$ cat src/t2c_consts.svh
/*
  Constants of the timer2 control block: register offsets, field
  positions, reset values and counts.
  Assumes an 8-bit register port on the system clock.
*/
`ifndef T2C_CONSTS_SVH
`define T2C_CONSTS_SVH

// ----------------------------------------------------------------------
// register offsets
// ----------------------------------------------------------------------
`define T2C_ADDR_CTRL    8'hc8
`define T2C_ADDR_RLD_LO  8'hca
`define T2C_ADDR_RLD_HI  8'hcb
`define T2C_ADDR_CNT_LO  8'hcc
`define T2C_ADDR_CNT_HI  8'hcd
`define T2C_ADDR_IRQ_ST  8'hd8
`define T2C_ADDR_IRQ_CLR 8'hd9
`define T2C_ADDR_IRQ_EN  8'hda

// ----------------------------------------------------------------------
// control register fields
// ----------------------------------------------------------------------
`define T2C_BIT_OVF      7
`define T2C_BIT_EXF      6
`define T2C_BIT_RXSEL    5
`define T2C_BIT_TXSEL    4
`define T2C_BIT_EXEN     3
`define T2C_BIT_RUN      2
`define T2C_BIT_CSRC     1
`define T2C_BIT_CAPT     0

// ----------------------------------------------------------------------
// interrupt status fields, reset values, counts
// ----------------------------------------------------------------------
`define T2C_IRQ_OVF      0
`define T2C_IRQ_EXT      1
`define T2C_RST_BYTE     8'h00
`define T2C_RST_WORD     16'h0000
`define T2C_TIMER_DIV    2

`endif

$ cat src/t2c_pkg.sv
/*
  Types of the timer2 control block.
  Assumes t2c_consts.svh supplies all numeric constants.
*/
`default_nettype none

package t2c_pkg;

  // register port request, one cycle per access
  typedef struct packed {
    logic [7:0] addr;
    logic [7:0] wdata;
    logic       wr;
    logic       rd;
  } t2c_bus_req_t;

  // timer control and status byte, bit 7 first
  typedef struct packed {
    logic overflowFlag;
    logic externalEdgeFlag;
    logic serialRxClockSelect;
    logic serialTxClockSelect;
    logic externalPinEnable;
    logic runControl;
    logic countSourceSelect;
    logic captureReloadSelect;
  } t2c_ctrl_t;

  // serial port baud tick outputs, receive and transmit
  typedef struct packed {
    logic rxTick;
    logic txTick;
  } t2c_baud_t;

endpackage

`default_nettype wire

$ cat src/t2c_timer2.sv
/*
  Timer2 control block: 16-bit timer/counter with run control,
  overflow and external-edge flags, capture/auto-reload and serial
  baud clock selection, plus interrupt status, clear and enable.
  Assumes pins arrive asynchronously and the other timer's overflow
  arrives as a one-cycle pulse on clk.
*/
`timescale 1ns/10ps
`default_nettype none
`include "t2c_consts.svh"

// ----------------------------------------------------------------------
// pin synchroniser with falling edge detect
// ----------------------------------------------------------------------
module t2c_sync_fall (
  // clock and reset
  input  wire logic clk,
  input  wire logic srst,
  // asynchronous pin
  input  wire logic pinAsync,
  // synchronised result
  output logic      pinFall
);

  logic meta_q;
  logic sync_q;
  logic last_q;

  // the first stage feeds only the second stage
  always_ff @(posedge clk) begin
    if (srst) begin
      meta_q <= 1'b1;
      sync_q <= 1'b1;
      last_q <= 1'b1;
    end else begin
      meta_q <= pinAsync;
      sync_q <= meta_q;
      last_q <= sync_q;
    end
  end

  // high sample followed by low sample
  assign pinFall = last_q & ~sync_q;

endmodule // t2c_sync_fall

// ----------------------------------------------------------------------
// timer2 top
// ----------------------------------------------------------------------
module t2c_timer2 (
  // clock and reset
  input  wire logic                clk,
  input  wire logic                srst,
  // register port
  input  wire t2c_pkg::t2c_bus_req_t busReq,
  output logic [7:0]               regRdata,
  // pins
  input  wire logic                countInputPin,
  input  wire logic                externalTriggerPin,
  // serial port
  input  wire logic [1:0]          uartMode,
  input  wire logic                otherTimerOverflow,
  output t2c_pkg::t2c_baud_t       baudTick,
  // interrupt
  output logic                     irq
);
  import t2c_pkg::*;

  // --------------------------------------------------------------------
  // state
  // --------------------------------------------------------------------
  t2c_ctrl_t   ctrl_q;
  logic [15:0] count_q;
  logic [15:0] pair_q;
  logic        prescale_q;
  logic [1:0]  irqStatus_q;
  logic [1:0]  irqEnable_q;
  logic [7:0]  rdata_q;
  logic        ovfTick_q;

  // --------------------------------------------------------------------
  // decode
  // --------------------------------------------------------------------
  logic wrCtrl;
  logic wrRldLo;
  logic wrRldHi;
  logic wrCntLo;
  logic wrCntHi;
  logic wrIrqClr;
  logic wrIrqEn;

  assign wrCtrl   = busReq.wr && busReq.addr == `T2C_ADDR_CTRL;
  assign wrRldLo  = busReq.wr && busReq.addr == `T2C_ADDR_RLD_LO;
  assign wrRldHi  = busReq.wr && busReq.addr == `T2C_ADDR_RLD_HI;
  assign wrCntLo  = busReq.wr && busReq.addr == `T2C_ADDR_CNT_LO;
  assign wrCntHi  = busReq.wr && busReq.addr == `T2C_ADDR_CNT_HI;
  assign wrIrqClr = busReq.wr && busReq.addr == `T2C_ADDR_IRQ_CLR;
  assign wrIrqEn  = busReq.wr && busReq.addr == `T2C_ADDR_IRQ_EN;

  // --------------------------------------------------------------------
  // pin synchronisers
  // --------------------------------------------------------------------
  logic countPinFall;
  logic trigPinFall;

  t2c_sync_fall uCountSync (
    .clk      (clk),
    .srst     (srst),
    .pinAsync (countInputPin),
    .pinFall  (countPinFall)
  );

  t2c_sync_fall uTrigSync (
    .clk      (clk),
    .srst     (srst),
    .pinAsync (externalTriggerPin),
    .pinFall  (trigPinFall)
  );

  // --------------------------------------------------------------------
  // count tick
  // --------------------------------------------------------------------
  logic serialSel;
  logic divTick;
  logic countTick;
  logic overflow;
  logic extEvent;
  logic captureMode;

  assign serialSel = ctrl_q.serialRxClockSelect |
                     ctrl_q.serialTxClockSelect;

  // free-running divider so the timer rate does not depend on run
  always_ff @(posedge clk) begin
    if (srst) begin
      prescale_q <= 1'b0;
    end else if (prescale_q == 1'(`T2C_TIMER_DIV - 1)) begin
      prescale_q <= 1'b0;
    end else begin
      prescale_q <= prescale_q + 1'b1;
    end
  end

  assign divTick = prescale_q == 1'(`T2C_TIMER_DIV - 1);

  always_comb begin
    if (!ctrl_q.runControl) begin
      countTick = 1'b0;
    end else if (ctrl_q.countSourceSelect) begin
      countTick = countPinFall;
    end else begin
      countTick = divTick;
    end
  end

  assign overflow = countTick && count_q == 16'hffff;

  // serial selects block the pin entirely
  assign extEvent = trigPinFall & ctrl_q.externalPinEnable & ~serialSel;

  // serial selects force auto-reload
  assign captureMode = ctrl_q.captureReloadSelect & ~serialSel;

  // --------------------------------------------------------------------
  // counter
  // --------------------------------------------------------------------
  // software writes to the count take priority over counting
  always_ff @(posedge clk) begin
    if (srst) begin
      count_q <= `T2C_RST_WORD;
    end else if (wrCntLo) begin
      count_q[7:0] <= busReq.wdata;
    end else if (wrCntHi) begin
      count_q[15:8] <= busReq.wdata;
    end else if (extEvent && !captureMode) begin
      count_q <= pair_q;
    end else if (overflow && !captureMode) begin
      count_q <= pair_q;
    end else if (countTick) begin
      count_q <= count_q + 16'h0001;
    end
  end

  // --------------------------------------------------------------------
  // reload / capture pair
  // --------------------------------------------------------------------
  // a capture wins over a software write in the same cycle
  always_ff @(posedge clk) begin
    if (srst) begin
      pair_q <= `T2C_RST_WORD;
    end else if (extEvent && captureMode) begin
      pair_q <= count_q;
    end else if (wrRldLo) begin
      pair_q[7:0] <= busReq.wdata;
    end else if (wrRldHi) begin
      pair_q[15:8] <= busReq.wdata;
    end
  end

  // --------------------------------------------------------------------
  // control register
  // --------------------------------------------------------------------
  t2c_ctrl_t ctrl_d;

  always_comb begin
    ctrl_d = ctrl_q;
    if (wrCtrl) begin
      ctrl_d = t2c_ctrl_t'(busReq.wdata);
    end
    // hardware set wins over a software clear in the same cycle
    if (overflow && !serialSel) begin
      ctrl_d.overflowFlag = 1'b1;
    end
    if (extEvent) begin
      ctrl_d.externalEdgeFlag = 1'b1;
    end
  end

  always_ff @(posedge clk) begin
    if (srst) begin
      ctrl_q <= t2c_ctrl_t'(`T2C_RST_BYTE);
    end else begin
      ctrl_q <= ctrl_d;
    end
  end

  // --------------------------------------------------------------------
  // serial baud ticks
  // --------------------------------------------------------------------
  logic baudMode;

  assign baudMode = uartMode[0]; // modes 1 and 3

  // every overflow is registered for the baud tick selects, even when the flag is not set
  always_ff @(posedge clk) begin
    if (srst) begin
      ovfTick_q <= 1'b0;
    end else begin
      ovfTick_q <= overflow;
    end
  end

  always_ff @(posedge clk) begin
    if (srst) begin
      baudTick <= '0;
    end else begin
      baudTick.rxTick <= baudMode & (ctrl_q.serialRxClockSelect ?
                         ovfTick_q : otherTimerOverflow);
      baudTick.txTick <= baudMode & (ctrl_q.serialTxClockSelect ?
                         ovfTick_q : otherTimerOverflow);
    end
  end

  // --------------------------------------------------------------------
  // interrupt status, clear and enable
  // --------------------------------------------------------------------
  logic [1:0] irqEvent;

  assign irqEvent[`T2C_IRQ_OVF] = overflow & ~serialSel;
  assign irqEvent[`T2C_IRQ_EXT] = extEvent;

  // write one to clear; a new event in the same cycle stays set
  always_ff @(posedge clk) begin
    if (srst) begin
      irqStatus_q <= 2'h0;
    end else if (wrIrqClr) begin
      irqStatus_q <= (irqStatus_q & ~busReq.wdata[1:0]) | irqEvent;
    end else begin
      irqStatus_q <= irqStatus_q | irqEvent;
    end
  end

  always_ff @(posedge clk) begin
    if (srst) begin
      irqEnable_q <= 2'h0;
    end else if (wrIrqEn) begin
      irqEnable_q <= busReq.wdata[1:0];
    end
  end

  assign irq = |(irqStatus_q & irqEnable_q);

  // --------------------------------------------------------------------
  // read port
  // --------------------------------------------------------------------
  logic [7:0] rdata_d;

  always_comb begin
    case (busReq.addr)
      `T2C_ADDR_CTRL: begin
        rdata_d = ctrl_q;
      end
      `T2C_ADDR_RLD_LO: begin
        rdata_d = pair_q[7:0];
      end
      `T2C_ADDR_RLD_HI: begin
        rdata_d = pair_q[15:8];
      end
      `T2C_ADDR_CNT_LO: begin
        rdata_d = count_q[7:0];
      end
      `T2C_ADDR_CNT_HI: begin
        rdata_d = count_q[15:8];
      end
      `T2C_ADDR_IRQ_ST: begin
        rdata_d = {6'h00, irqStatus_q};
      end
      `T2C_ADDR_IRQ_EN: begin
        rdata_d = {6'h00, irqEnable_q};
      end
      default: begin
        rdata_d = 8'h00;
      end
    endcase
  end

  // data stands only in the cycle after the read strobe
  always_ff @(posedge clk) begin
    if (srst) begin
      rdata_q <= 8'h00;
    end else if (busReq.rd) begin
      rdata_q <= rdata_d;
    end else begin
      rdata_q <= 8'h00;
    end
  end

  assign regRdata = rdata_q;

endmodule // t2c_timer2

`default_nettype wire

$ cat config.mk
export PLATFORM = sky130hd
export DESIGN_NAME = t2c_timer2
export DESIGN_NICKNAME = d
export VERILOG_FILES = /design/src/t2c_pkg.sv /design/src/t2c_timer2.sv
export VERILOG_INCLUDE_DIRS = /design/src /design/src/src
export SDC_FILE = /design/constraint.sdc
export NUM_CORES = 1
export LEC_CHECK = 0
export BUFFER_PORTS_ARGS = -buffer_cell sky130_fd_sc_hd__buf_4
export CAP_MARGIN = 20
export CORE_ASPECT_RATIO = 1.75
export CORE_MARGIN = 10
export CORE_UTILIZATION = 45
export CTS_BUF_LIST = sky130_fd_sc_hd__clkbuf_4
export DETAILED_ROUTE_END_ITERATION = 10
export PLACE_DENSITY = 0.63
export SLEW_MARGIN = 20
export SYNTH_ARGS = -nofsm -noshare
export SYNTH_HDL_FRONTEND = slang
export SYNTH_SLANG_ARGS = --single-unit
$ cat constraint.sdc
create_clock -name clk -period 2.3 [get_ports clk]
set_input_delay 0.115 -clock clk [delete_from_list [all_inputs] [get_ports clk]]
set_output_delay 0.115 -clock clk [all_outputs]
set_load 0.005 [all_outputs]
After elaboration in Yosys (flattened, before gate mapping). Index checks and enable logic that the tools add are counted.

Output and inout bits: 11. Input port bits: 25. Register bits after elaboration: 62.

Bitwise operators: 19. Mux-type cells: 19. Add/sub/neg operators: 2. Reductions and logical operators: 26. Equal/unequal tests: 11.

Operators with widths (number): $eq A8 B8 Y1 const B (8); $mux W16 (4); $mux W8 (7); $pmux W8 S7 (1); $add A16 B1 Y16 const B (1); $eq A16 B16 Y1 const B (1); $logic_and A1 B1 Y1 (12); $and A1 B1 Y1 (8); $reduce_bool A2 Y1 (4); $reduce_bool A4 Y1 (2); $mux W1 (6); $reduce_and A2 Y1 (3); $reduce_or A2 Y1 (3); $not A1 Y1 (5); $and A2 B2 Y2 (2); $or A2 B2 Y2 (2); $logic_not A1 Y1 (2); $mux W2 (1); $ne A2 B1 Y1 const B (1); $ne A2 B2 Y1 const B (1); $not A2 Y2 (1); $add A1 B1 Y1 const B (1); $or A1 B1 Y1 (1).

Depth between registers and ports, before layout. Gate-level depths: netlist of the first run.

Depth after elaboration: 10. Mapped depth: 9.

Modules after synthesis. From an unflattened synthesis of the first run, not the netlist that was laid out.

Cell total of the unflattened synthesis: 362. Area, all modules: 3334.4 um2.

Modules (own cells, without submodules): t2c_timer2 (cells each 348, area each 3164.3 um2, seq. area each 1121.1 um2, times used 1); t2c_sync_fall (cells each 7, area each 85.1 um2, seq. area each 60.1 um2, times used 2).

Worst setup path after synthesis of the first run. Ideal clock, no wire load.

Path kind: register to register. Start point: register count_q[0]. End point: register count_q[13]. Setup time: 91 ps. Slack: 46 ps. Clock period less this slack: 2254 ps. Data arrival time: 2163 ps. Cell stages (with the launch flop): 10. Path through: dfxtp_1 ha_1 nand2_1 or4_1 buf_2 o31a_1 buf_6 o211ai_2 a21oi_1 a311oi_1.

Word-level cells in the longest chain between the ends: 6. Elaborated cells on any way between the ends: 10. Classes of those cells: add/sub: 1; eq/ne: 1; mux: 4; reduce/logical: 4.

RTL lines: start, declared (line t2c_timer2.sv:73) `logic [15:0] count_q;`; start signal, assigned (line t2c_timer2.sv:170) `` count_q <= `T2C_RST_WORD; ``; start signal, assigned (line t2c_timer2.sv:172) `count_q[7:0] <= busReq.wdata;`; start signal, assigned (line t2c_timer2.sv:176) `count_q <= pair_q;`; parallel branches: the longest is 6 deep, another holds $add A16 B1 Y16.

Several ways; the timed one is not identified. The select of a mux whose other input is x is not followed. A chain may end at the register's enable or synchronous reset.

Final worst setup path of the first run.
Start point: register ctrl_q[4] in the netlist's numbering. End point: register count_q[11].

Word-level cells in the longest chain between the ends: 8. Elaborated cells on any way between the ends: 12. Classes of those cells: mux: 3; bitwise: 4; reduce/logical: 5.

RTL lines: start, declared (line t2c_timer2.sv:72) `t2c_ctrl_t ctrl_q;`; start signal, assigned (line t2c_timer2.sv:221) `` ctrl_q <= t2c_ctrl_t'(`T2C_RST_BYTE); ``; start signal, assigned (line t2c_timer2.sv:223) `ctrl_q <= ctrl_d;`; $or A1 B1 Y1 * (line t2c_timer2.sv:130) `assign serialSel = ctrl_q.serialRxClockSelect |`; $not A1 Y1 * (line t2c_timer2.sv:159, t2c_timer2.sv:162); $and A1 B1 Y1 (line t2c_timer2.sv:162) `assign captureMode = ctrl_q.captureReloadSelect & ~serialSel;`; $logic_not A1 Y1 (line t2c_timer2.sv:175, t2c_timer2.sv:177); $logic_and A1 B1 Y1 (line t2c_timer2.sv:177) `end else if (overflow && !captureMode) begin`; $mux W16 (line t2c_timer2.sv:177); $mux W16 (line t2c_timer2.sv:175) `end else if (extEvent && !captureMode) begin`; $mux W8 (line t2c_timer2.sv:173) `end else if (wrCntHi) begin`; end signal, assigned (line t2c_timer2.sv:174) `count_q[15:8] <= busReq.wdata;`; end signal, assigned (line t2c_timer2.sv:176); end signal, assigned (line t2c_timer2.sv:178) `count_q <= pair_q;`.

Every way passes the cells marked *; elsewhere a longest branch is shown, timed or not.

==> impl_metrics.py, run 1 <==
metrics = {
    "clocking": {
        "clk_pin_slew_worst_paths_ns": 0.09,
        "cts.path.max_buffers": 2,
        "root_buffer": "clkbuf_4",
        "cts_tree": "done",
        "cts.htree.levels": 3,
        "clock_latency_ns": 0.43,
        "cts_buffers": 9,
        "clock-sinks": 62,
    },
    "synthesis": {
        "syn_avg_cell_area_um2": 8.12,
        "ys_seq_area_share_pct": 38.9,
        "synth.distinct_cells": 50,
        "netlist_area_um2": 3190,
        "synth_edf_count": 0,
        "synth_warnings": 0,
        "synth_cells": 393,
        "syn_nets": 419,
        "yosys.area.top_type_share_pct": 38.9,
        "yosysTopAreaCell": "dfxtp_1",
        "synth_ff_type": "dfxtp_1",
        "ys_ff_latch": 62,
        "synth_area_leaders": "dfxtp_1 (39%), nor2_1 (5.8%), mux2i_1 (5.3%), nand2_1 (4.9%), a21oi_1 (4.9%)",
        "async_flop_share_pct": 0,
    },
    "sta": {
        "rsz0062_at_grt": "no",
        "hold_viol": 0,
        "fin_skew_ns": 0.0208,
        "hold_slack_ns": 0.101,
        "min_period_over_period_pct": 95.3,
        "tightest_slew_ns": 0.648,
        "setup_tns_ns": 0,
        "max_freq_mhz": 456,
        "maxSlewViolCount": 0,
        "min_period_ns": 2.19,
        "setup_viol": 0,
        "slew_headroom_pct": 56.6,
    },
    "power": {
        "peakVddDrop_mv": 0.358,
        "power_frac_seq_pct": 59.0,
        "power_density_nw_per_um2": 466,
        "pwr-share-clk_pct": 34.4,
        "p_switching_mw": 0.462,
        "p_leak_nw": 1.47,
        "switching_share_pct": 25.1,
        "power_frac_comb_pct": 6.7,
        "p_int_mw": 1.38,
    },
    "placed_design": {
        "io_buffers": 34,
        "gp_congestion": 0.897,
        "place_hpwl_mm": 7.38,
        "place_inst": 516,
    },
    "critical_path": {
        "worst-path-buf-inv": 0,
        "critPathSlowestCell": "or4b_1",
        "cp_top_family": "compound AO/OA/AOI/OAI gates",
        "arrival_ns": 2.53,
        "worstPathCellList": "nor2_1, or4b_1, a31oi_1, o21ai_0, a211o_1, a21oi_1",
        "cp-start-kind": "flop",
        "worstPathRequired_ns": 2.64,
        "path_class": "flop to flop",
        "end_kind": "flop",
        "max_stage_delay_ns": 0.64,
        "path_max_fanout": 7,
    },
    "global_routing": {
        "antenna_found_initial": 0,
        "overflow": 0,
        "grt_max_degree": 50,
        "grt_pass1_vias": 3307,
        "grt_usage_pct": 18.5,
        "grt_pass1_wl_mm": 16.8,
    },
    "cells_and_area": {
        "layoutNonFillerInstCount": 545,
        "antenna_cells": 0,
        "syn2layout_area_growth_pct": 23.5,
        "nets": 482,
        "layout-drive-gt1-share_pct": 21.5,
    },
    "run_status": {
        "status": "finished clean",
    },
    "floorplanning": {
        "rows": 40,
        "coreArea_um2": 6910,
        "die_height_um": 131,
        "initial_core_util_pct": 46.2,
        "die_w_um": 83.7,
        "ios": 36,
        "dieArea_um2": 11000,
    },
    "detailed_routing": {
        "num_vias": 3299,
        "wl_per_cell_um": 18.7,
        "avgViaCountPerCell": 6.05,
        "drt-initial-drc-count": 433,
        "antenna_left": 0,
        "first_pass_iters": 5,
        "drc_errors": 0,
        "wl_mm": 10.2,
    },
    "flow_run": {
        "maxCapViolations": 0,
    },
    "min_path": {
        "hold_path_class": "primary input to flop",
    },
}
[registers in the layout (all words and copies together) (netlist names)]
register,count
baudTick,2
count_q,16
ctrl_q,8
divTick,1
irqEnable_q,2
irqStatus_q,2
ovfTick_q,1
pair_q,16
regRdata,8
uCountSync.last_q,1
uCountSync.meta_q,1
uCountSync.sync_q,1
uTrigSync.last_q,1
uTrigSync.meta_q,1
uTrigSync.sync_q,1
[power by group through the flow]
| stage | sequential (mW) | combinational, mW | clock, mW |
|---|---|---|---|
| after floorplan | 1.11 | 0.0421 | 0 |
| after global placement | 1.11 | 0.103 | 0 |
| after detailed placement | 1.11 | 0.105 | 0 |
| after CTS | 1.08 | 0.122 | 0.645 |
| after global routing | 1.08 | 0.134 | 0.687 |
| final | 1.08 | 0.123 | 0.631 |
[worst paths after layout]
path              from          end  slack (ns)  depth (start not counted)
max reg2reg  ctrl_q[4]  count_q[11]        0.11                          6
max          ctrl_q[4]  count_q[11]        0.11                          6
min          busReq[1]    ctrl_q[1]        0.10                          3
min reg2reg    divTick      divTick        0.42                          1
[worst reg2reg max path, cell delays in order (launching register included)]
cell     delay (ns)
dfxtp_1        0.32
nor2_1         0.20
or4b_1         0.64
a31oi_1        0.42
o21ai_0        0.15
a211o_1        0.24
a21oi_1        0.15
[timing repair]
item	in CTS	in global routing
hold endpoints to repair	16	0
endpoints found under the setup margin	0	10
resized for setup	0	7
setup buffers	0	0
hold buffers	13	0
[logic make-up (layout without fill, tap and decap cells)]
family | count (synthesis) | in the layout | share of synthesized area (%)
xor gates and xnor gates | 8 | 8 | 2.20
muxes | 17 | 17 | 5.33
AOI/OAI and AO/OA | 110 | 110 | 24.7
adders and majority gates | 1 | 1 | 0.392
and+or+nand+nor | 160 | 160 | 23.8
DFF | 62 | 62 | 38.9
buffers and inverters | 35 | 103 | 4.63
[stage by stage]
stage,area (µm²),worst slack [ns],util [%],total power [mW]
after floorplan,3190,0.0463,-,1.15
after global placement,3680,0.0908,53.3,1.21
after detailed placement,3680,0.0499,53.3,1.21
after CTS,3920,0.0376,56.7,1.85
after global routing,3940,0.000971,57.1,1.91
final,3940,0.108,57.1,1.84
[cell usage after synthesis (5+ instances only)]
cell type and instances:
xnor2_1 5, dfxtp_1 62, mux2i_1 17, and3_1 5, a211oi_1 12, a222oi_1 8
clkbuf_1 20, o21ai_0 13, nor2_1 49, a21oi_1 31, a311oi_1 11, buf_2 7
a22oi_1 10, nor3_1 8, nand3_1 26, nand2_1 42, inv_1 7, or2_2 6
[layout by cell type, fill, tap and decap left out, drive strengths merged, types with 10 or more instances in the layout]
cell type    instances
a21oi               31
a22oi               10
o21ai               13
a211oi              12
a311oi              11
clkbuf              11
dfxtp               62
nor2                49
buf                 67
mux2i               17
nand2               42
dlygate4sd3         13
nand3               27
[routing by layer]
layer	vias to the layer above	track usage (%)	routed length, µm
met5	-	0	0
met4	0	8.22	212
li1	1581	-	-
met2	123	32.9	5420
met1	1575	20.6	4020
met3	20	3.47	554
[final cells by class]
| class | count | area (µm²) |
|---|---|---|
| Clock buffer | 11 | 82.6 |
| Clock inverter | 5 | 26.3 |
| Fill cell | 678 | 2970 |
| Inverter | 7 | 26.3 |
| Multi-Input combinational cell | 296 | 1820 |
| Sequential cell | 62 | 1240 |
| Tap cell | 84 | 105 |
| Timing Repair Buffer | 80 | 641 |
(Power assumes the default switching activity.)
==> run 2: changes to the inputs <==
- CELL_PAD_IN_SITES_DETAIL_PLACEMENT: not set -> 1
- CELL_PAD_IN_SITES_GLOBAL_PLACEMENT: not set -> 1
- PLACE_DENSITY: 0.63 -> 0.79
- clock period: 2.3 -> 2.8 ns (I/O delays scaled with it)
==> impl_metrics.py, run 2 (synthesis gave the netlist of run 1 again) <==
metrics = {
    "clocking": {
        "ctsResizeCount": 0,
        "cts_buffers": 9,
        "root_buffer": "clkbuf_4",
        "cts.path.max_buffers": 2,
        "cts_setup_buffers": 0,
        "cts.htree.levels": 3,
        "clock-sinks": 62,
        "cts_tree": "done",
        "clock_latency_ns": 0.45,
        "clk_pin_slew_worst_paths_ns": 0.11,
    },
    "sta": {
        "fin_skew_ns": 0.0104,
        "maxSlewViolCount": 0,
        "max_freq_mhz": 393,
        "setup_viol": 0,
        "tightest_slew_ns": 0.736,
        "hold_viol": 0,
        "min_period_ns": 2.54,
        "slew_headroom_pct": 50.8,
        "setup_tns_ns": 0,
        "min_period_over_period_pct": 90.8,
        "rsz0062_at_grt": "no",
    },
    "power": {
        "peakVddDrop_mv": 0.335,
        "p_int_mw": 1.29,
        "pwr-share-clk_pct": 41.9,
        "p_leak_nw": 1.41,
        "power_frac_seq_pct": 52.0,
        "power_density_nw_per_um2": 443,
        "finalPower_mw": 1.71,
        "p_switching_mw": 0.422,
        "power_frac_comb_pct": 6.1,
        "switching_share_pct": 24.6,
    },
    "critical_path": {
        "r2r_start": "count_q[4]",
        "rr_endpoint": "count_q[13]",
        "worstPathRequired_ns": 3.17,
        "path_class": "flop to flop",
        "arrival_ns": 2.91,
        "path_max_fanout": 20,
        "worstRegToRegCells": 7,
        "end_kind": "flop",
        "r2r_slack_ns": 0.26,
        "cp-start-kind": "flop",
    },
    "floorplanning": {
        "ios": 36,
        "coreArea_um2": 6910,
        "initial_core_util_pct": 46.2,
        "dieArea_um2": 11000,
        "die_w_um": 83.7,
        "rows": 40,
        "die_height_um": 131,
    },
    "min_path": {
        "worstHoldEndpoint": "irqEnable_q[1]",
        "hold_path_class": "primary input to flop",
        "hp-start": "srst",
        "worstHoldPathCells": 2,
    },
    "cells_and_area": {
        "fill_cells": 852,
        "layout_common_cells": "dfxtp_1 (62), buf_4 (53), nor2_1 (49)",
        "syn2layout_area_growth_pct": 21.1,
        "layout-drive-gt1-share_pct": 17.7,
        "top_regs": "count_q: 16 flops, pair_q: 16 flops",
        "final_common_cell": "dfxtp_1",
        "antenna_cells": 0,
        "fin_area_um2": 3860,
        "seqCellArea_um2": 1240,
        "nets": 468,
        "utilization_pct": 56.0,
        "multi_input_area_um2": 1810,
    },
    "flow_run": {
        "maxCapViolations": 0,
    },
    "placed_design": {
        "place_hpwl_mm": 8.12,
        "io_buffers": 34,
        "place_area_um2": 3570,
        "gp_congestion": 0.945,
    },
    "detailed_routing": {
        "avgViaCountPerCell": 6.34,
        "antenna_left": 0,
        "drc_errors": 0,
        "num_vias": 3367,
        "wl_mm": 11.4,
        "drt-initial-drc-count": 427,
        "wl_per_cell_um": 21.4,
        "first_pass_iters": 8,
    },
    "run_status": {
        "status": "finished clean",
    },
    "global_routing": {
        "grt_max_degree": 50,
        "antenna_found_initial": 0,
        "grt_pass1_wl_mm": 18.8,
        "grt_pass1_vias": 3613,
        "grt_usage_pct": 20.9,
        "overflow": 0,
    },
}
[run 2: changes by cell type in the layout (fill, tap and decap cells not counted), sizes merged]
| cell | before | now |
|---|---|---|
| buf | 67 | 53 |
| clkbuf | 11 | 9 |
| bufinv | 0 | 2 |
[run 2: worst max-delay path by stage]
stage	startpoint	endpoint	slack, ns
2_1_floorplan	count_q[0]	count_q[13]	0.55
3_3_place_gp	count_q[0]	count_q[13]	0.42
3_5_place_dp	count_q[1]	count_q[13]	0.32
4_1_cts	count_q[1]	count_q[13]	0.28
5_1_grt	count_q[4]	count_q[13]	0.07
6_report	count_q[4]	count_q[13]	0.26
[run 2: power groups by stage]
stage          Sequential, mW  Clock [mW]  Combinational [mW]
2_1_floorplan           0.910           0              0.0346
3_3_place_gp            0.910           0              0.0865
3_5_place_dp            0.911           0              0.0887
4_1_cts                 0.891       0.722               0.103
5_1_grt                 0.892       0.767               0.112
6_report                0.891       0.718               0.104
[run 2: timing repair]
action / CTS / global route
endpoints found under the hold margin: 18 / 0
setup endpoints to repair: 0 / 0
hold buffers: 13 / 0
[run 2: layout make-up]
type	count	share of cell area, %
Inverter	7	0.680
Timing Repair Buffer	66	13.7
Sequential cell	62	32.1
Tap cell	84	2.72
Multi-Input combinational cell	296	46.8
Clock inverter	7	2.30
Clock buffer	9	1.75
[run 2: through the flow]
| step | hold WS (ns) | worst slack, ns | cells |
|---|---|---|---|
| finish | 0.164 | 0.257 | 531 |
| global route | 0.175 | 0.0655 | 531 |
| CTS | 0.145 | 0.281 | 531 |
| detailed placement | 0.328 | 0.324 | 502 |
| global placement | 0.326 | 0.416 | 502 |
| floorplan | 0.244 | 0.546 | 393 |
[run 2: critical path, stage by stage, from the launching register on]
cell,delay [ns]
dfxtp_1,0.52
nand3_2,0.20
or4_1,0.70
o31a_1,0.30
buf_4,0.22
o211ai_2,0.19
a21oi_1,0.08
a311oi_1,0.24
[run 2: metal layers]
metal | track usage, % | vias up | part of all wire [%]
met5 | 0 | - | 0
met3 | 4.83 | 20 | 4.8
li1 | - | 1558 | -
met4 | 8.41 | 0 | 2.4
met2 | 37.6 | 111 | 55
met1 | 22.4 | 1678 | 38
